==> src/core/pbv_params.svh <==
`ifndef PBV_PARAMS_SVH
`define PBV_PARAMS_SVH

// register byte offsets
`define PBV_OFS_CTRL 8'h00
`define PBV_OFS_RISE 8'h04
`define PBV_OFS_FALL 8'h08
`define PBV_OFS_FACTOR 8'h0C
`define PBV_OFS_STEP 8'h10
`define PBV_OFS_STATUS 8'h14

// control field positions
`define PBV_CTRL_FUNC_LSB 0
`define PBV_CTRL_EDGE_LSB 4
`define PBV_CTRL_ADJ_BIT 8
`define PBV_CTRL_TB_LSB 12

// reset values and limits
`define PBV_RST_RISE 8'h64
`define PBV_RST_FALL 8'h00
`define PBV_RST_FACTOR 7'h03
`define PBV_RST_STEP 4'hA
`define PBV_RST_TB 2'h2
`define PBV_FACTOR_MIN 7'h03
`define PBV_STEP_MIN 4'h1
`define PBV_STEP_MAX 4'hA

// time bases and press limit in ms
`define PBV_TB0_MS 10'h082
`define PBV_TB1_MS 10'h104
`define PBV_TB2_MS 10'h208
`define PBV_TB3_MS 10'h3E8
`define PBV_PRESS_MAX_MS 13'h1388

// clock figures in ns
`define PBV_MS_NS 1000000
`define PBV_CLK_PERIOD_NS 8

`endif

==> src/core/pbv_pkg.sv <==
package pbv_pkg;

	typedef enum logic [2:0] {
		PBV_FN_DIM = 3'h0,
		PBV_FN_SCENE = 3'h1,
		PBV_FN_SCENE_MEM = 3'h2,
		PBV_FN_TEMP = 3'h3,
		PBV_FN_BRIGHT = 3'h4
	} pbv_func_t;

	typedef enum logic [1:0] {
		PBV_EDGE_RISE = 2'h0,
		PBV_EDGE_FALL = 2'h1,
		PBV_EDGE_BOTH = 2'h2
	} pbv_edge_t;

	typedef enum logic [1:0] {
		PBV_ST_IDLE = 2'b00,
		PBV_ST_HOLD = 2'b01,
		PBV_ST_DONE = 2'b10
	} pbv_state_t;

	// one outgoing telegram
	typedef struct packed {
		logic [2:0] func;
		logic [7:0] value;
	} pbv_tel_t;

endpackage

==> src/core/pbv_ms_tick.sv <==
`include "pbv_params.svh"

module pbv_ms_tick #(
	parameter int CYC_PER_MS = `PBV_MS_NS / `PBV_CLK_PERIOD_NS
) (
	// clock and reset
	input wire logic clk_sys_in,
	input wire logic arst_n_in,
	// one-cycle pulse every millisecond
	output logic tick_out
);

	logic [19:0] cnt_q;

	// free running prescaler, shared by every ms timer of the channel
	always_ff @(posedge clk_sys_in or negedge arst_n_in) begin
		if (!arst_n_in) begin
			cnt_q <= 20'h00000;
			tick_out <= 1'b0;
		end else if (cnt_q == 20'(CYC_PER_MS - 1)) begin
			cnt_q <= 20'h00000;
			tick_out <= 1'b1;
		end else begin
			cnt_q <= cnt_q + 20'h00001;
			tick_out <= 1'b0;
		end
	end

endmodule

==> src/core/pbv_value_tx.sv <==
// Function
// - function selects telegram format and adjustment
// - edge setting: rising, falling or both
// - rising edge transmits rising value
// - falling edge transmits falling value
// - long press steps value cyclically, under 5 s
// - last transmitted value kept afterwards
// - adjustment enable, single-edge settings only
// - time base 130/260/520/1000 ms
// - interval is base times factor 3..127
// - step width 1..10, default 10
`include "pbv_params.svh"

module pbv_value_tx #(
	parameter int CYC_PER_MS = `PBV_MS_NS / `PBV_CLK_PERIOD_NS
) (
	// clock and reset
	input wire logic clk_sys_in,
	input wire logic arst_n_in,
	// wishbone slave
	input wire logic wb_cyc_in,
	input wire logic wb_stb_in,
	input wire logic wb_we_in,
	input wire logic [7:0] wb_adr_in,
	input wire logic [3:0] wb_sel_in,
	input wire logic [31:0] wb_dat_in,
	output logic [31:0] wb_dat_out,
	output logic wb_ack_out,
	// contact input
	input wire logic contact_in,
	// telegram transmitter
	input wire logic tx_ready_in,
	output logic tx_valid_out,
	output pbv_pkg::pbv_tel_t tx_tel_out
);

	logic ms_tick;
	logic contact_q;
	logic rise_evt, fall_evt, act_evt, rel_evt;
	logic wr_en, adj_ok, step_evt, scene;
	logic [2:0] func_q;
	logic [1:0] edge_q, tb_q;
	logic adj_en_q, dir_up_q, stepped_q;
	logic [7:0] rise_val_q, fall_val_q, cur_q, next_val;
	logic [6:0] factor_q;
	logic [3:0] step_q;
	logic [9:0] base_ms;
	logic [16:0] interval_ms, ms_cnt_q;
	logic [12:0] press_ms_q;
	logic [8:0] sum_up;
	pbv_pkg::pbv_state_t state_q;

	pbv_ms_tick #(.CYC_PER_MS(CYC_PER_MS)) u_tick (
		.clk_sys_in(clk_sys_in),
		.arst_n_in(arst_n_in),
		.tick_out(ms_tick)
	);

	// contact edges, input already synchronous
	always_ff @(posedge clk_sys_in or negedge arst_n_in) begin
		if (!arst_n_in) begin
			contact_q <= 1'b0;
		end else begin
			contact_q <= contact_in;
		end
	end

	assign rise_evt = contact_in & ~contact_q;
	assign fall_evt = ~contact_in & contact_q;
	// actuation start and release per edge setting
	assign act_evt = (edge_q == pbv_pkg::PBV_EDGE_RISE) ? rise_evt : (edge_q == pbv_pkg::PBV_EDGE_FALL) ? fall_evt :
		1'b0;
	assign rel_evt = (edge_q == pbv_pkg::PBV_EDGE_RISE) ? fall_evt : rise_evt;
	// scene numbers are 6 bits and never adjusted
	assign scene = (func_q == pbv_pkg::PBV_FN_SCENE) || (func_q == pbv_pkg::PBV_FN_SCENE_MEM);
	assign adj_ok = adj_en_q && (edge_q != pbv_pkg::PBV_EDGE_BOTH) && !scene;

	// bus write strobe: lands at the edge where the master sees ack, so an aborted cycle writes nothing
	assign wr_en = wb_cyc_in & wb_stb_in & wb_we_in & wb_ack_out;

	// time base lookup
	always_comb begin
		case (tb_q)
			2'h0: base_ms = `PBV_TB0_MS;
			2'h1: base_ms = `PBV_TB1_MS;
			2'h2: base_ms = `PBV_TB2_MS;
			default: base_ms = `PBV_TB3_MS;
		endcase
	end

	assign interval_ms = 17'(base_ms * factor_q);

	// configuration registers; illegal factor/step values clamp into range
	always_ff @(posedge clk_sys_in or negedge arst_n_in) begin
		if (!arst_n_in) begin
			func_q <= pbv_pkg::PBV_FN_DIM;
			edge_q <= pbv_pkg::PBV_EDGE_RISE;
			adj_en_q <= 1'b0;
			tb_q <= `PBV_RST_TB;
			rise_val_q <= `PBV_RST_RISE;
			fall_val_q <= `PBV_RST_FALL;
			factor_q <= `PBV_RST_FACTOR;
			step_q <= `PBV_RST_STEP;
		end else if (wr_en) begin
			case (wb_adr_in)
				`PBV_OFS_CTRL: begin
					if (wb_sel_in[0]) begin
						func_q <= wb_dat_in[`PBV_CTRL_FUNC_LSB +: 3];
						edge_q <= (wb_dat_in[`PBV_CTRL_EDGE_LSB +: 2] == 2'h3) ? pbv_pkg::PBV_EDGE_BOTH :
							wb_dat_in[`PBV_CTRL_EDGE_LSB +: 2];
					end
					if (wb_sel_in[1]) begin
						adj_en_q <= wb_dat_in[`PBV_CTRL_ADJ_BIT];
						tb_q <= wb_dat_in[`PBV_CTRL_TB_LSB +: 2];
					end
				end
				`PBV_OFS_RISE: if (wb_sel_in[0]) begin
					rise_val_q <= wb_dat_in[7:0];
				end
				`PBV_OFS_FALL: if (wb_sel_in[0]) begin
					fall_val_q <= wb_dat_in[7:0];
				end
				`PBV_OFS_FACTOR: if (wb_sel_in[0]) begin
					factor_q <= (wb_dat_in[6:0] < `PBV_FACTOR_MIN) ? `PBV_FACTOR_MIN : wb_dat_in[6:0];
				end
				`PBV_OFS_STEP: if (wb_sel_in[0]) begin
					step_q <= (wb_dat_in[7:0] < 8'(`PBV_STEP_MIN)) ? `PBV_STEP_MIN :
						(wb_dat_in[7:0] > 8'(`PBV_STEP_MAX)) ? `PBV_STEP_MAX : wb_dat_in[3:0];
				end
				default: begin
				end
			endcase
		end
	end

	// wishbone answer: ack one cycle after the strobe, unmapped reads as zero
	always_ff @(posedge clk_sys_in or negedge arst_n_in) begin
		if (!arst_n_in) begin
			wb_ack_out <= 1'b0;
			wb_dat_out <= 32'h00000000;
		end else begin
			wb_ack_out <= wb_cyc_in & wb_stb_in & ~wb_ack_out;
			case (wb_adr_in)
				`PBV_OFS_CTRL: wb_dat_out <= {18'h00000, tb_q, 3'h0, adj_en_q, 2'h0, edge_q, 1'b0, func_q};
				`PBV_OFS_RISE: wb_dat_out <= {24'h000000, rise_val_q};
				`PBV_OFS_FALL: wb_dat_out <= {24'h000000, fall_val_q};
				`PBV_OFS_FACTOR: wb_dat_out <= {25'h0000000, factor_q};
				`PBV_OFS_STEP: wb_dat_out <= {28'h0000000, step_q};
				`PBV_OFS_STATUS: wb_dat_out <= {20'h00000, state_q, dir_up_q, contact_q, cur_q};
				default: wb_dat_out <= 32'h00000000;
			endcase
		end
	end

	// adjustment sequencer: interval waits, then a step, until release or 5 s
	assign step_evt = (state_q == pbv_pkg::PBV_ST_HOLD) && adj_ok && !rel_evt && ms_tick &&
		(ms_cnt_q + 17'h00001 >= interval_ms);
	always_ff @(posedge clk_sys_in or negedge arst_n_in) begin
		if (!arst_n_in) begin
			state_q <= pbv_pkg::PBV_ST_IDLE;
			ms_cnt_q <= 17'h00000;
			press_ms_q <= 13'h0000;
			dir_up_q <= 1'b1;
			stepped_q <= 1'b0;
		end else begin
			case (state_q)
				pbv_pkg::PBV_ST_IDLE: begin
					ms_cnt_q <= 17'h00000;
					press_ms_q <= 13'h0000;
					stepped_q <= 1'b0;
					if (act_evt && adj_ok) begin
						state_q <= pbv_pkg::PBV_ST_HOLD;
					end
				end
				pbv_pkg::PBV_ST_HOLD: begin
					if (rel_evt || !adj_ok) begin
						state_q <= pbv_pkg::PBV_ST_IDLE;
						// next long press runs the other way
						if (stepped_q) begin
							dir_up_q <= ~dir_up_q;
						end
					end else if (ms_tick) begin
						press_ms_q <= press_ms_q + 13'h0001;
						ms_cnt_q <= step_evt ? 17'h00000 : ms_cnt_q + 17'h00001;
						if (step_evt) begin
							stepped_q <= 1'b1;
						end
						if (press_ms_q + 13'h0001 >= `PBV_PRESS_MAX_MS) begin
							state_q <= pbv_pkg::PBV_ST_DONE;
						end
					end
				end
				pbv_pkg::PBV_ST_DONE: begin
					if (rel_evt || !adj_ok) begin
						state_q <= pbv_pkg::PBV_ST_IDLE;
						if (stepped_q) begin
							dir_up_q <= ~dir_up_q;
						end
					end
				end
				default: state_q <= pbv_pkg::PBV_ST_IDLE;
			endcase
		end
	end

	// saturating step, never wraps
	assign sum_up = {1'b0, cur_q} + {5'h00, step_q};
	always_comb begin
		if (dir_up_q) begin
			next_val = sum_up[8] ? 8'hFF : sum_up[7:0];
		end else begin
			next_val = (cur_q < {4'h0, step_q}) ? 8'h00 : cur_q - {4'h0, step_q};
		end
	end

	// current value: loaded by software, moved by steps, kept between presses
	always_ff @(posedge clk_sys_in or negedge arst_n_in) begin
		if (!arst_n_in) begin
			cur_q <= `PBV_RST_RISE;
		end else if (step_evt) begin
			cur_q <= next_val;
		end else if (wr_en && wb_sel_in[0] && ((wb_adr_in == `PBV_OFS_RISE && edge_q != pbv_pkg::PBV_EDGE_FALL) ||
			(wb_adr_in == `PBV_OFS_FALL && edge_q == pbv_pkg::PBV_EDGE_FALL))) begin
			cur_q <= wb_dat_in[7:0];
		end
	end

	// telegram out; a newer telegram overwrites one the transmitter has not taken
	always_ff @(posedge clk_sys_in or negedge arst_n_in) begin
		if (!arst_n_in) begin
			tx_valid_out <= 1'b0;
			tx_tel_out <= '0;
		end else if (step_evt) begin
			tx_valid_out <= 1'b1;
			tx_tel_out <= {func_q, next_val};
		end else if (edge_q == pbv_pkg::PBV_EDGE_BOTH && (rise_evt || fall_evt)) begin
			tx_valid_out <= 1'b1;
			tx_tel_out.func <= func_q;
			tx_tel_out.value <= (rise_evt ? rise_val_q : fall_val_q) & (scene ? 8'h3F : 8'hFF);
		end else if (act_evt) begin
			tx_valid_out <= 1'b1;
			tx_tel_out.func <= func_q;
			// single edge settings send the retained value; scene functions send the rising or falling value masked to 6 bits
			tx_tel_out.value <= (scene ? ((edge_q == pbv_pkg::PBV_EDGE_RISE) ? rise_val_q : fall_val_q) & 8'h3F :
				cur_q);
		end else if (tx_ready_in) begin
			tx_valid_out <= 1'b0;
		end
	end

	a_ack_single: assert property (@(posedge clk_sys_in) disable iff (!arst_n_in)
		wb_ack_out |=> !wb_ack_out) else $error("ack held longer than one cycle");

	a_ack_after_req: assert property (@(posedge clk_sys_in) disable iff (!arst_n_in)
		(wb_cyc_in && wb_stb_in && !wb_ack_out) |=> wb_ack_out) else $error("request not acked next cycle");

	a_both_rise_value: assert property (@(posedge clk_sys_in) disable iff (!arst_n_in)
		(edge_q == pbv_pkg::PBV_EDGE_BOTH && rise_evt && !scene && !step_evt) |=>
		(tx_valid_out && tx_tel_out.value == $past(rise_val_q))) else $error("rising value not sent");

	a_both_fall_value: assert property (@(posedge clk_sys_in) disable iff (!arst_n_in)
		(edge_q == pbv_pkg::PBV_EDGE_BOTH && fall_evt && !scene && !step_evt) |=>
		(tx_valid_out && tx_tel_out.value == $past(fall_val_q))) else $error("falling value not sent");

	a_adjust_gated: assert property (@(posedge clk_sys_in) disable iff (!arst_n_in)
		(state_q == pbv_pkg::PBV_ST_HOLD && !adj_ok) |=> state_q == pbv_pkg::PBV_ST_IDLE)
		else $error("adjustment running while not allowed");

	a_step_amount: assert property (@(posedge clk_sys_in) disable iff (!arst_n_in)
		(step_evt && dir_up_q && !sum_up[8]) |=> cur_q == $past(cur_q) + 8'($past(step_q)))
		else $error("step width not applied");

	a_step_saturate: assert property (@(posedge clk_sys_in) disable iff (!arst_n_in)
		(step_evt && !dir_up_q && cur_q < {4'h0, step_q}) |=> (cur_q == 8'h00 && tx_tel_out.value == 8'h00))
		else $error("down step did not saturate");

	a_press_limit: assert property (@(posedge clk_sys_in) disable iff (!arst_n_in)
		state_q == pbv_pkg::PBV_ST_HOLD |-> press_ms_q < `PBV_PRESS_MAX_MS) else $error("adjusting past 5 s");

	a_value_retained: assert property (@(posedge clk_sys_in) disable iff (!arst_n_in)
		(state_q == pbv_pkg::PBV_ST_IDLE && !wr_en) |=> cur_q == $past(cur_q)) else $error("value lost when idle");

	a_scene_masked: assert property (@(posedge clk_sys_in) disable iff (!arst_n_in)
		(tx_valid_out && (tx_tel_out.func == pbv_pkg::PBV_FN_SCENE || tx_tel_out.func == pbv_pkg::PBV_FN_SCENE_MEM))
		|-> tx_tel_out.value[7:6] == 2'h0) else $error("scene number out of range");

	a_act_sends_value: assert property (@(posedge clk_sys_in) disable iff (!arst_n_in)
		(act_evt && !step_evt && !scene) |=> (tx_valid_out && tx_tel_out.value == $past(cur_q)))
		else $error("actuation did not send the current value");

	a_rise_only_quiet: assert property (@(posedge clk_sys_in) disable iff (!arst_n_in)
		(edge_q == pbv_pkg::PBV_EDGE_RISE && fall_evt && !step_evt && !tx_valid_out) |=> !tx_valid_out)
		else $error("release sent a telegram in rising-only mode");

	a_fall_only_quiet: assert property (@(posedge clk_sys_in) disable iff (!arst_n_in)
		(edge_q == pbv_pkg::PBV_EDGE_FALL && rise_evt && !step_evt && !tx_valid_out) |=> !tx_valid_out)
		else $error("press sent a telegram in falling-only mode");

	a_step_down_amount: assert property (@(posedge clk_sys_in) disable iff (!arst_n_in)
		(step_evt && !dir_up_q && cur_q >= {4'h0, step_q}) |=> cur_q == $past(cur_q) - 8'($past(step_q)))
		else $error("down step width not applied");

	a_step_saturate_up: assert property (@(posedge clk_sys_in) disable iff (!arst_n_in)
		(step_evt && dir_up_q && sum_up[8]) |=> (cur_q == 8'hFF && tx_tel_out.value == 8'hFF))
		else $error("up step did not saturate");

endmodule

==> config.mk <==
export PLATFORM = sky130hd
export DESIGN_NAME = pbv_value_tx
export DESIGN_NICKNAME = d
export VERILOG_FILES = /design/src/core/pbv_pkg.sv /design/src/core/pbv_ms_tick.sv /design/src/core/pbv_value_tx.sv
export VERILOG_INCLUDE_DIRS = /design/src /design/src/core
export SDC_FILE = /design/constraint.sdc
export NUM_CORES = 1
export LEC_CHECK = 0
export BUFFER_PORTS_ARGS = -buffer_cell sky130_fd_sc_hd__buf_4
export CAP_MARGIN = 0
export CORE_ASPECT_RATIO = 1.4
export CORE_MARGIN = 2
export CORE_UTILIZATION = 55
export CTS_CLUSTER_DIAMETER = 40
export CTS_CLUSTER_SIZE = 20
export DETAILED_ROUTE_END_ITERATION = 8
export HOLD_SLACK_MARGIN = 0.02
export PLACE_DENSITY = 0.79
export RECOVER_POWER = 25
export SYNTH_ARGS = -nofsm -noshare
export SYNTH_HDL_FRONTEND = slang
export SYNTH_SLANG_ARGS = --single-unit
==> constraint.sdc <==
create_clock -name clk_sys_in -period 6.4 [get_ports clk_sys_in]
set_input_delay 0.96 -clock clk_sys_in [delete_from_list [all_inputs] [get_ports clk_sys_in]]
set_output_delay 0.96 -clock clk_sys_in [all_outputs]
set_load 0.01 [all_outputs]
==> results.txt, run 1 <==
Hold Crit Depth -> 1
Final hold vios -> 0
Hold-fix buffers, CTS -> 0
Setup TNS -> 0 ns
Ys async rst share -> 100.0%
Cell row count -> 57
Post-Syn Instances -> 1000
Data arrival, critical path -> 6.47 ns
PD cells -> 170.7 nW/µm²
Startpoint types -> register
Clock root cell -> clkbuf_16
DRC viols -> 0
TritonCTS clock tree -> built
EDFF count, synth -> 0
Actual slew at the worst max-slew pin -> 2.628 ns
Initial core utilization -> 56.07%
Hold WS -> 0.4372 ns
Fin nets -> 1230
Cells after DPL -> 1285
Worst R2R End -> ms_cnt_q[0]
Crit-path max FO -> 6
CP required -> 6.70 ns
Mapped Avg Cell Area -> 9.717 µm²
Commonest non-fill, non-tap cell in the layout -> dfrtp_1
Power Total -> 1.911 mW
Fillers -> 1356
Die width -> 116.3 µm
Clk buf depth -> 2
PortBufs -> 54
Seq/Total Area, Yosys -> 32.60%
Count of different cell masters after synthesis -> 86
TritonCTS sink count -> 126
Ys flop type -> dfrtp_1
Synth area leaders -> dfrtp_1 29%, ha_1 9.5%, fa_1 6.2%
First-pass GRT wire length -> 38300 µm
Num CTS Buffers -> 17
Total global-route track usage -> 25.69%
Worst-path clk slew -> 0.07 ns
Final Non-Filler Cells -> 1324
Clock Latency Late Sink -> 0.43 ns
Synth Register Bits -> 126
H-tree depth -> 4
Max-slew headroom -> -75.23%
Post-DR wirelength/cell -> 17.45 µm
Ant. Diodes -> 0
Final WL -> 23100 µm
Setup ws final -> 0.2378 ns
Antenna violations before repair -> 0
Synth top area share -> 29.36%
Commonest non-fill, non-tap cells in the layout -> 113 x dfrtp_1, 84 x buf_4, 75 x inv_1
Largest family of logic cells by synthesized area -> simple AND/OR/NAND/NOR gates
Failing checks -> max-capacitance violations, max-slew violations
Die Height -> 161.3 µm
Routed via count -> 7809
Slew Limit Fails -> 50
RePlAce Congestion -> 0.8799
Final worst-path cycle share -> 96.28%
Adder-cell share of the synthesized area -> 15.71%
Crit. Startpoint -> tb_q[1]
Flop-to-flop setup slack -> 0.24 ns
Post-synthesis mux area share -> 8.885%
Mapped cell area -> 9717 µm²
DP Wirelength -> 16320 µm
Number of global-route vias before repair -> 8085
Hold Crit Endpoint -> wb_ack_out
Reg2reg start -> tb_q[1]
Yosys top cell by area -> dfrtp_1
Dpl cell area -> 10400 µm²
TritonRoute pass-1 iters -> 4
Area Overhead vs Synth -> 15.17%
Post-DRT Antenna Nets -> 0
Final instance area -> 11190 µm²
Drt initial violations -> 402
Maxcap violations -> 1
Lkg Pwr -> 5.383 nW
Worst R2R Path Depth -> 24
Crit path time final -> 6.162 ns
Place WS -> -0.1554 ns
Post-DR vias/cell -> 5.898
Final core occ -> 64.57%
Kind of critical path -> register to register
Post-synthesis compound-gate area fraction -> 15.03%
Share of cells above drive strength 1 -> 21.51%
Hold WC Path Type -> register to register
Yosys warnings -> 0
GRT overflow -> 0
Endpoints failing setup -> 0
CP Capture Type -> register
Xor/xnor cell area share of the yosys netlist -> 4.507%
Largest net degree at the start of global routing -> 79
Status -> complete, but fails checks
Worst Min Path Start -> wb_ack_out
Top Ports -> 96
Worst VDD drop -> 0.1572 mV
Clock Skews -> 0.01716 ns
Maximum clock frequency -> 0.1623 GHz
Die area -> 18760 µm²
Post-Synth Simple-Gate Area -> 16.25%
CORE AREA -> 17330 µm²
## power breakdown
| group | switching (mW) | total [mW] | internal, mW |
|---|---|---|---|
| clock | 0.389 | 0.930 | 0.541 |
| sequential | 0.00352 | 0.806 | 0.803 |
| combinational | 0.117 | 0.174 | 0.0574 |
| total | 0.510 | 1.91 | 1.40 |
## final cells by class
class | count | area (µm²) | share of cell area (%)
multi-input combinational | 753 | 6130 | 54.77
inverter | 79 | 299.0 | 2.672
clock buffer | 18 | 429.2 | 3.835
tap | 236 | 295.3 | 2.639
timing repair buffer | 98 | 735.7 | 6.574
sequential | 126 | 3169 | 28.32
clock inverter | 14 | 132.6 | 1.185
## registers in the layout (all words and copies together) (netlist names), 2 cells and up
signal / flops
tx_tel_out: 11
u_tick.cnt_q: 20
ms_cnt_q: 17
func_q: 3
wb_dat_out: 14
state_q: 2
press_ms_q: 13
tb_q: 2
cur_q: 8
fall_val_q: 8
rise_val_q: 8
factor_q: 7
step_q: 4
edge_q: 2
## critical path, cell delays in order (launching register included)
cell and delay (ns):
dfstp_2 0.59, inv_4 0.06, ha_4 0.32, nor2b_2 0.05, fa_1 0.49, fa_1 0.43, fa_1 0.52, inv_1 0.06
fa_1 0.53, inv_1 0.04, ha_1 0.30, and4_4 0.22, a2111oi_4 0.36, o31ai_1 0.11, a21oi_1 0.19, xnor2_1 0.11
ha_1 0.33, and4_4 0.23, o21ai_2 0.06, o211ai_1 0.22, buf_4 0.20, buf_4 0.12, nor2_1 0.03, buf_4 0.19
mux2_2 0.26
## worst max path at each step
stage / to / slack [ns] / cells after the start
floorplan: ms_cnt_q[0] / 0.02 / 24
global placement: tx_tel_out[9] / -0.04 / 24
detailed placement: tx_tel_out[9] / -0.16 / 24
CTS: ms_cnt_q[16] / 0.01 / 28
global route: ms_cnt_q[16] / -0.02 / 28
finish: ms_cnt_q[0] / 0.24 / 24
## synth_stat cells (3+ instances only)
| library cell | n |
|---|---|
| nor2_2 | 3 |
| a211o_1 | 3 |
| o2111ai_1 | 5 |
| buf_4 | 19 |
| or2_2 | 3 |
| a21oi_1 | 36 |
| xnor2_1 | 25 |
| clkbuf_1 | 17 |
| nand2_4 | 3 |
| and2_1 | 26 |
| dfrtp_1 | 114 |
| buf_2 | 16 |
| nor3_1 | 14 |
| and3_1 | 13 |
| buf_6 | 4 |
| and4_1 | 9 |
| nor4_1 | 3 |
| o21ai_0 | 56 |
| fa_1 | 30 |
| ha_1 | 74 |
| nand4_1 | 11 |
| nand2_1 | 69 |
| a2111oi_0 | 3 |
| mux2i_1 | 33 |
| o31ai_1 | 7 |
| nand3_1 | 24 |
| a22oi_1 | 15 |
| a2bb2oi_1 | 3 |
| or4_1 | 6 |
| nor2b_1 | 17 |
| inv_1 | 79 |
| mux2_4 | 10 |
| a21boi_0 | 9 |
| mux2_2 | 34 |
| o211ai_1 | 4 |
| a211oi_1 | 8 |
| a22o_1 | 7 |
| a31oi_1 | 22 |
| a21o_1 | 9 |
| dfstp_2 | 12 |
| o21a_1 | 3 |
| xor2_1 | 25 |
| nand2b_1 | 10 |
| nor2_1 | 50 |
| or3_1 | 6 |
## layer usage
metal  vias up  wire length (µm)  GRT usage [%]
met5         -                 0              0
met4         0              1100          13.69
met3        71               994          4.353
met2       231             11850          43.90
met1      3834              9158          30.48
li1       3673                 -              -
## timing repair
action,CTS,global route
pin swaps,11,30
buffers inserted,3,3
endpoints found under the setup margin,31,37
gates cloned,1,0
gates resized for setup,23,35
## cells by family after synthesis
kind of cell,Yosys count
AO/OA/AOI/OAI,217
XOR/XNOR,50
adder cells (fa/ha/maj),104
buffers and inverters,138
flip-flops,126
multiplexers,77
other,1
AND/OR/NAND/NOR,287
No activity file was read; power rests on OpenSTA's default activity.
==> run 2: changes to the inputs <==
Settings changed: REMOVE_ABC_BUFFERS set to 1.
==> results.txt, run 2 (synthesis gave the netlist of run 1 again) <==
Largest Register -> u_tick.cnt_q (unchanged)
Top Ports -> 96 (unchanged)
Antenna violations before repair -> 0 (unchanged)
Die width -> 116.3 µm (unchanged)
Post-DR vias/cell -> 5.912 (was 5.898)
Routed via count -> 7845 (was 7809)
Final WL -> 24020 µm (was 23100 µm)
Worst VDD drop -> 0.1398 mV (was 0.1572 mV)
TritonRoute pass-1 iters -> 5 (was 4)
Slew Limit Fails -> 55 (was 50)
PortBufs -> 54 (unchanged)
Hold-fix buffers, CTS -> 0 (unchanged)
Initial core utilization -> 56.07% (unchanged)
TritonCTS clock tree -> built (unchanged)
Status -> complete, but fails checks (unchanged)
Largest regs -> u_tick.cnt_q: 20 flops, ms_cnt_q: 17 flops, wb_dat_out: 14 flops (unchanged)
Clk buf depth -> 2 (unchanged)
Max FFs per register -> 20 (unchanged)
CP required -> 6.70 ns (about the same)
CP Capture Type -> register (unchanged)
Maximum clock frequency -> 0.1606 GHz (was 0.1623 GHz)
Fin nets -> 1233 (was 1230)
Number of global-route vias before repair -> 8101 (was 8085)
Die Height -> 161.3 µm (unchanged)
Clock Latency Late Sink -> 0.43 ns (about the same)
Post-DR wirelength/cell -> 18.10 µm (was 17.45 µm)
Crit-path max FO -> 6 (unchanged)
Area Overhead vs Synth -> 16.79% (was 15.17%)
Commonest non-fill, non-tap cell in the layout -> dfrtp_1 (unchanged)
Kind of critical path -> register to register (unchanged)
RePlAce Congestion -> 0.9386 (was 0.8799)
DP Wirelength -> 17160 µm (was 16320 µm)
Endpoints failing setup -> 0 (unchanged)
Cells after DPL -> 1289 (was 1285)
CORE AREA -> 17330 µm² (unchanged)
Final hold vios -> 0 (unchanged)
Hold WS -> 0.4550 ns (was 0.4372 ns)
Data arrival, critical path -> 6.53 ns (was 6.47 ns)
Final worst-path cycle share -> 97.31% (was 96.28%)
Largest net degree at the start of global routing -> 74 (was 79)
Drt initial violations -> 473 (was 402)
Commonest non-fill, non-tap cells in the layout -> 114 x dfrtp_1, 90 x buf_4, 74 x inv_1 (was 113 x dfrtp_1, 84 x buf_4, 75 x inv_1)
Crit path time final -> 6.228 ns (was 6.162 ns)
H-tree depth -> 4 (unchanged)
Lkg Pwr -> 5.486 nW (was 5.383 nW)
Num CTS Buffers -> 17 (unchanged)
Share of cells above drive strength 1 -> 22.55% (was 21.51%)
Failing checks -> max-capacitance violations, max-slew violations (unchanged)
TritonCTS sink count -> 126 (unchanged)
First-pass GRT wire length -> 39500 µm (was 38300 µm)
DRC viols -> 0 (unchanged)
GRT overflow -> 0 (unchanged)
Clock Skews -> 0.01023 ns (was 0.01716 ns)
PD cells -> 179.9 nW/µm² (was 170.7 nW/µm²)
Die area -> 18760 µm² (unchanged)
Post-DRT Antenna Nets -> 0 (unchanged)
Startpoint types -> register (unchanged)
Hold WC Path Type -> register to register (unchanged)
Worst-path clk slew -> 0.06 ns (was 0.07 ns)
Clock root cell -> clkbuf_16 (unchanged)
Ant. Diodes -> 0 (unchanged)
Final Non-Filler Cells -> 1327 (was 1324)
Total global-route track usage -> 26.62% (was 25.69%)
Cell row count -> 57 (unchanged)
Maxcap violations -> 1 (unchanged)
Actual slew at the worst max-slew pin -> 2.911 ns (was 2.628 ns)
Max-slew headroom -> -94.10% (was -75.23%)
-- run 2: power by group --
part	total [mW]	switching [mW]	internal (mW)
logic	0.177	0.118	0.0588
clock network	1.06	0.397	0.661
registers	0.807	0.00431	0.803
-- run 2: worst paths after layout --
check / slack [ns] / depth (start not counted) / startpoint / to
max: 0.17 / 26 / tb_q[1] / tx_tel_out[3]
min: 0.46 / 1 / wb_ack_out / wb_ack_out
max reg2reg: 0.17 / 26 / tb_q[1] / tx_tel_out[3]
min reg2reg: 0.46 / 1 / wb_ack_out / wb_ack_out
max in group asynchronous: 2.81 / 2 / arst_n_in / wb_dat_out[5]
min in group asynchronous: 1.46 / 1 / arst_n_in / u_tick.cnt_q[0]
-- run 2: final cells by class --
cell class | count | area [µm²]
well taps | 236 | 295.3
inverters | 79 | 299.0
repair buffers | 101 | 800.8
clock inverters | 14 | 206.4
multi-input cells | 753 | 6150
fillers | 1370 | 5982
flip-flops and latches | 126 | 3168
clock buffers | 18 | 429.2
-- run 2: timing repair --
| action | CTS | global route |
|---|---|---|
| endpoints found under the hold margin | 0 | 0 |
| setup endpoints to repair | 38 | 38 |
| cloned | 0 | 1 |
| gates resized for setup | 13 | 50 |
| buffers inserted | 2 | 3 |
| pin swaps | 9 | 29 |
-- run 2: metal layers --
layer	GRT usage (%)	up-vias	wire length (µm)
met5	0	-	0
met3	4.728	69	1052
li1	-	3681	-
met2	45.19	253	12440
met4	12.99	0	1053
met1	32.23	3842	9476
-- run 2: stage by stage --
step / utilization [%] / power (mW) / setup WS [ns] / area [µm²] / TNS [ns]
floorplan: - / 0.9134 / -0.4509 / 9399 / -11.42
global placement: 60.20 / 0.9895 / -0.1040 / 10430 / -1.392
global route: 65.48 / 2.106 / -0.09751 / 11350 / -2.005
CTS: 64.13 / 2.048 / 0.003357 / 11110 / 0
detailed placement: 60.20 / 0.9934 / -0.3463 / 10430 / -8.046
finish: 65.48 / 2.042 / 0.1723 / 11350 / 0
-- run 2: critical path: stages (launching register included) --
cell and delay (ns):
dfstp_2 0.60, ha_4 0.18, o21ai_4 0.08, fa_1 0.52, fa_1 0.54, inv_1 0.06
fa_1 0.49, inv_2 0.05, fa_1 0.53, inv_1 0.06, ha_4 0.26, buf_4 0.11
nand3b_1 0.10, o21bai_2 0.27, a2111oi_4 0.13, buf_4 0.16, o31ai_1 0.23, a21oi_1 0.11
xnor2_1 0.14, ha_1 0.31, and4_4 0.22, o21ai_2 0.06, o211ai_1 0.17, buf_4 0.20
buf_12 0.13, o2111ai_1 0.20, a21boi_0 0.20
==> run 3: changes to the inputs <==
Settings changed: SYNTH_HIERARCHICAL set to 1.
==> results.txt, run 3 <==
Status -> complete, but fails checks (unchanged)
Failing checks -> max-capacitance violations, max-slew violations (unchanged)
Total global-route track usage -> 24.20% (was 26.62%)
Antenna violations before repair -> 0 (unchanged)
First-pass GRT wire length -> 34730 µm (was 39500 µm)
Kind of critical path -> register to register (unchanged)
Top cells by count, synth -> 114 x dfrtp_1, 80 x nand2_1, 76 x inv_1 (was 114 x dfrtp_1, 79 x inv_1, 74 x ha_1)
Setup TNS -> 0 ns (unchanged)
Power Total -> 1.875 mW (was 2.042 mW)
CORE AREA -> 16750 µm² (was 17330 µm²)
Final instance area -> 10730 µm² (was 11350 µm²)
Seq/Total Area, Yosys -> 33.84% (was 32.60%)
Post-DR wirelength/cell -> 16.96 µm (was 18.10 µm)
Drt initial violations -> 572 (was 473)
Hold-fix buffers, CTS -> 0 (unchanged)
Clock Latency Late Sink -> 0.43 ns (about the same)
CP Capture Type -> register (unchanged)
DP Wirelength -> 15780 µm (was 17160 µm)
Place WS -> -0.3525 ns (was -0.3463 ns)
Initial core utilization -> 55.91% (was 56.07%)
Post-Syn Instances -> 981 (was 1000)
Largest net degree at the start of global routing -> 65 (was 74)
Post-DRT Antenna Nets -> 0 (unchanged)
Ys flop type -> dfrtp_1 (unchanged)
Uppermost routed layer -> met4 (unchanged)
Met3 WL post-DR -> 773 µm (was 1052 µm)
EDFF count, synth -> 0 (unchanged)
Routed via count -> 7484 (was 7845)
DRC viols -> 0 (unchanged)
Lkg Pwr -> 5.326 nW (was 5.486 nW)
Num CTS Buffers -> 17 (unchanged)
TritonRoute pass-1 iters -> 6 (was 5)
Maximum clock frequency -> 0.1607 GHz (was 0.1606 GHz)
Clk buf depth -> 2 (unchanged)
Final hold vios -> 0 (unchanged)
Synth area leaders -> dfrtp_1 30%, ha_1 9.9%, fa_1 6.4% (was dfrtp_1 29%, ha_1 9.5%, fa_1 6.2%)
Yosys top cell by area -> dfrtp_1 (unchanged)
Hold WS -> 0.4418 ns (was 0.4550 ns)
Max FFs per register -> 20 (unchanged)
Area Overhead vs Synth -> 14.61% (was 16.79%)
Data arrival, critical path -> 6.53 ns (about the same)
Mapped Avg Cell Area -> 9.544 µm² (was 9.717 µm²)
Synth top area share -> 30.47% (was 29.36%)
Largest regs -> u_tick/cnt_q: 20 flops, ms_cnt_q: 17 flops, wb_dat_out: 14 flops (was u_tick.cnt_q: 20 flops, ms_cnt_q: 17 flops, wb_dat_out: 14 flops)
Clock root cell -> clkbuf_16 (unchanged)
Ys async rst share -> 100.0% (unchanged)
Mapped cell area -> 9363 µm² (was 9717 µm²)
Max-slew headroom -> -125.9% (was -94.10%)
Final worst-path cycle share -> 97.24% (was 97.31%)
Worst-path clk slew -> 0.06 ns (about the same)
Worst VDD drop -> 0.1464 mV (was 0.1398 mV)
GRT overflow -> 0 (unchanged)
Worst R2R Path Depth -> 24 (was 26)
Post-DR vias/cell -> 5.912 (about the same)
Startpoint types -> register (unchanged)
Die width -> 114.3 µm (was 116.3 µm)
Final WL -> 21470 µm (was 24020 µm)
Clock Skews -> 0.01036 ns (was 0.01023 ns)
TritonCTS clock tree -> built (unchanged)
Crit path time final -> 6.223 ns (was 6.228 ns)
Yosys warnings -> 6 (was 0)
Largest Register -> u_tick/cnt_q (was u_tick.cnt_q)
RePlAce Congestion -> 0.9157 (was 0.9386)
Post-Route M1 WL -> 8666 µm (was 9476 µm)
Commonest non-fill, non-tap cell in the layout -> dfrtp_1 (unchanged)
CP required -> 6.70 ns (about the same)
PD cells -> 174.7 nW/µm² (was 179.9 nW/µm²)
Actual slew at the worst max-slew pin -> 3.388 ns (was 2.911 ns)
Routed wl met2 -> 11540 µm (was 12440 µm)
Number of global-route vias before repair -> 7349 (was 8101)
Synth Register Bits -> 126 (unchanged)
Cell row count -> 56 (was 57)
H-tree depth -> 4 (unchanged)
TritonCTS sink count -> 126 (unchanged)
Count of different cell masters after synthesis -> 72 (was 86)
Top Ports -> 96 (unchanged)
Endpoints failing setup -> 0 (unchanged)
Slew Limit Fails -> 64 (was 55)
Ant. Diodes -> 0 (unchanged)
Maxcap violations -> 1 (unchanged)
Setup ws final -> 0.1767 ns (was 0.1723 ns)
Commonest non-fill, non-tap cells in the layout -> 113 x dfrtp_1, 80 x nand2_1, 78 x buf_4 (was 114 x dfrtp_1, 90 x buf_4, 74 x inv_1)
Fin nets -> 1205 (was 1233)
Top-count cell post-synth -> dfrtp_1 (unchanged)
Dpl cell area -> 10000 µm² (was 10430 µm²)
Hold Crit Depth -> 1 (unchanged)
Die area -> 18100 µm² (was 18760 µm²)
PortBufs -> 54 (unchanged)
Die Height -> 158.4 µm (was 161.3 µm)
Share of cells above drive strength 1 -> 19.29% (was 22.55%)
Hold WC Path Type -> register to register (unchanged)
Crit-path max FO -> 6 (unchanged)
run 3: worst paths after layout:
path	to	start	slack [ns]
worst min-delay path	wb_ack_out	wb_ack_out	0.44
min in group asynchronous	u_tick/cnt_q[15]	arst_n_in	1.67
worst max-delay path	ms_cnt_q[8]	tb_q[1]	0.18
worst min register to register	wb_ack_out	wb_ack_out	0.44
worst max register to register	ms_cnt_q[8]	tb_q[1]	0.18
max in group asynchronous	tb_q[0]	arst_n_in	2.54
run 3: per-layer routing:
layer / GRT usage, % / vias up
met4: 9.408 / 0
met2: 43.28 / 180
met5: 0 / -
met3: 3.921 / 40
met1: 29.10 / 3695
li1: - / 3569
run 3: worst max-delay path, stage by stage, from the launching register on:
cell       delay [ns]
dfstp_2          0.58
inv_2            0.07
ha_4             0.30
nor2b_2          0.05
fa_1             0.53
fa_1             0.44
fa_1             0.56
inv_1            0.06
fa_1             0.54
inv_1            0.05
ha_2             0.37
a21o_1           0.18
a31oi_4          0.05
o211ai_1         0.24
nand2_1          0.11
xor2_1           0.16
ha_1             0.33
nand4_1          0.10
nor4_2           0.32
a2111oi_2        0.07
o21bai_2         0.29
buf_6            0.16
nor3_4           0.05
buf_6            0.17
a221o_1          0.34
run 3: logic make-up (layout without fill, tap and decap cells):
family / count (synthesis) / count (layout) / share of synthesized area, %
AO/OA/AOI/OAI: 191 / 191 / 13.40
XOR/XNOR: 46 / 46 / 4.383
adder cells (fa/ha/maj): 105 / 105 / 16.41
buffers and inverters: 127 / 192 / 6.174
flip-flops: 126 / 126 / 33.84
multiplexers: 59 / 59 / 6.735
other: 1 / 18 / 0.04005
AND/OR/NAND/NOR: 326 / 326 / 19.02
run 3: report_power, final:
part / total, mW / switching (mW) / internal [mW]
logic: 0.140 / 0.0962 / 0.0435
clock network: 0.928 / 0.413 / 0.514
registers: 0.808 / 0.00498 / 0.803
total: 1.88 / 0.514 / 1.36
run 3: per-stage QoR:
step	util (%)	instances
2_1_floorplan	-	947
3_3_place_gp	59.72	1230
3_5_place_dp	59.72	1230
4_1_cts	63.25	1262
5_1_grt	64.08	1266
6_report	64.08	1266
run 3: timing repair:
item                       in CTS  in global routing
setup buffers                   0                  4
pin swaps                       6                 15
setup endpoints to repair      38                 37
gates resized for setup         8                 26
run 3: area by class of cell:
cell class | instances | area, µm²
clock buffer | 17 | 425.4
clock inverter | 15 | 142.6
fill | 1327 | 6016
inverter | 76 | 285.3
multi-input combinational | 745 | 5811
sequential | 126 | 3169
tap | 203 | 254.0
timing repair buffer | 84 | 643.1
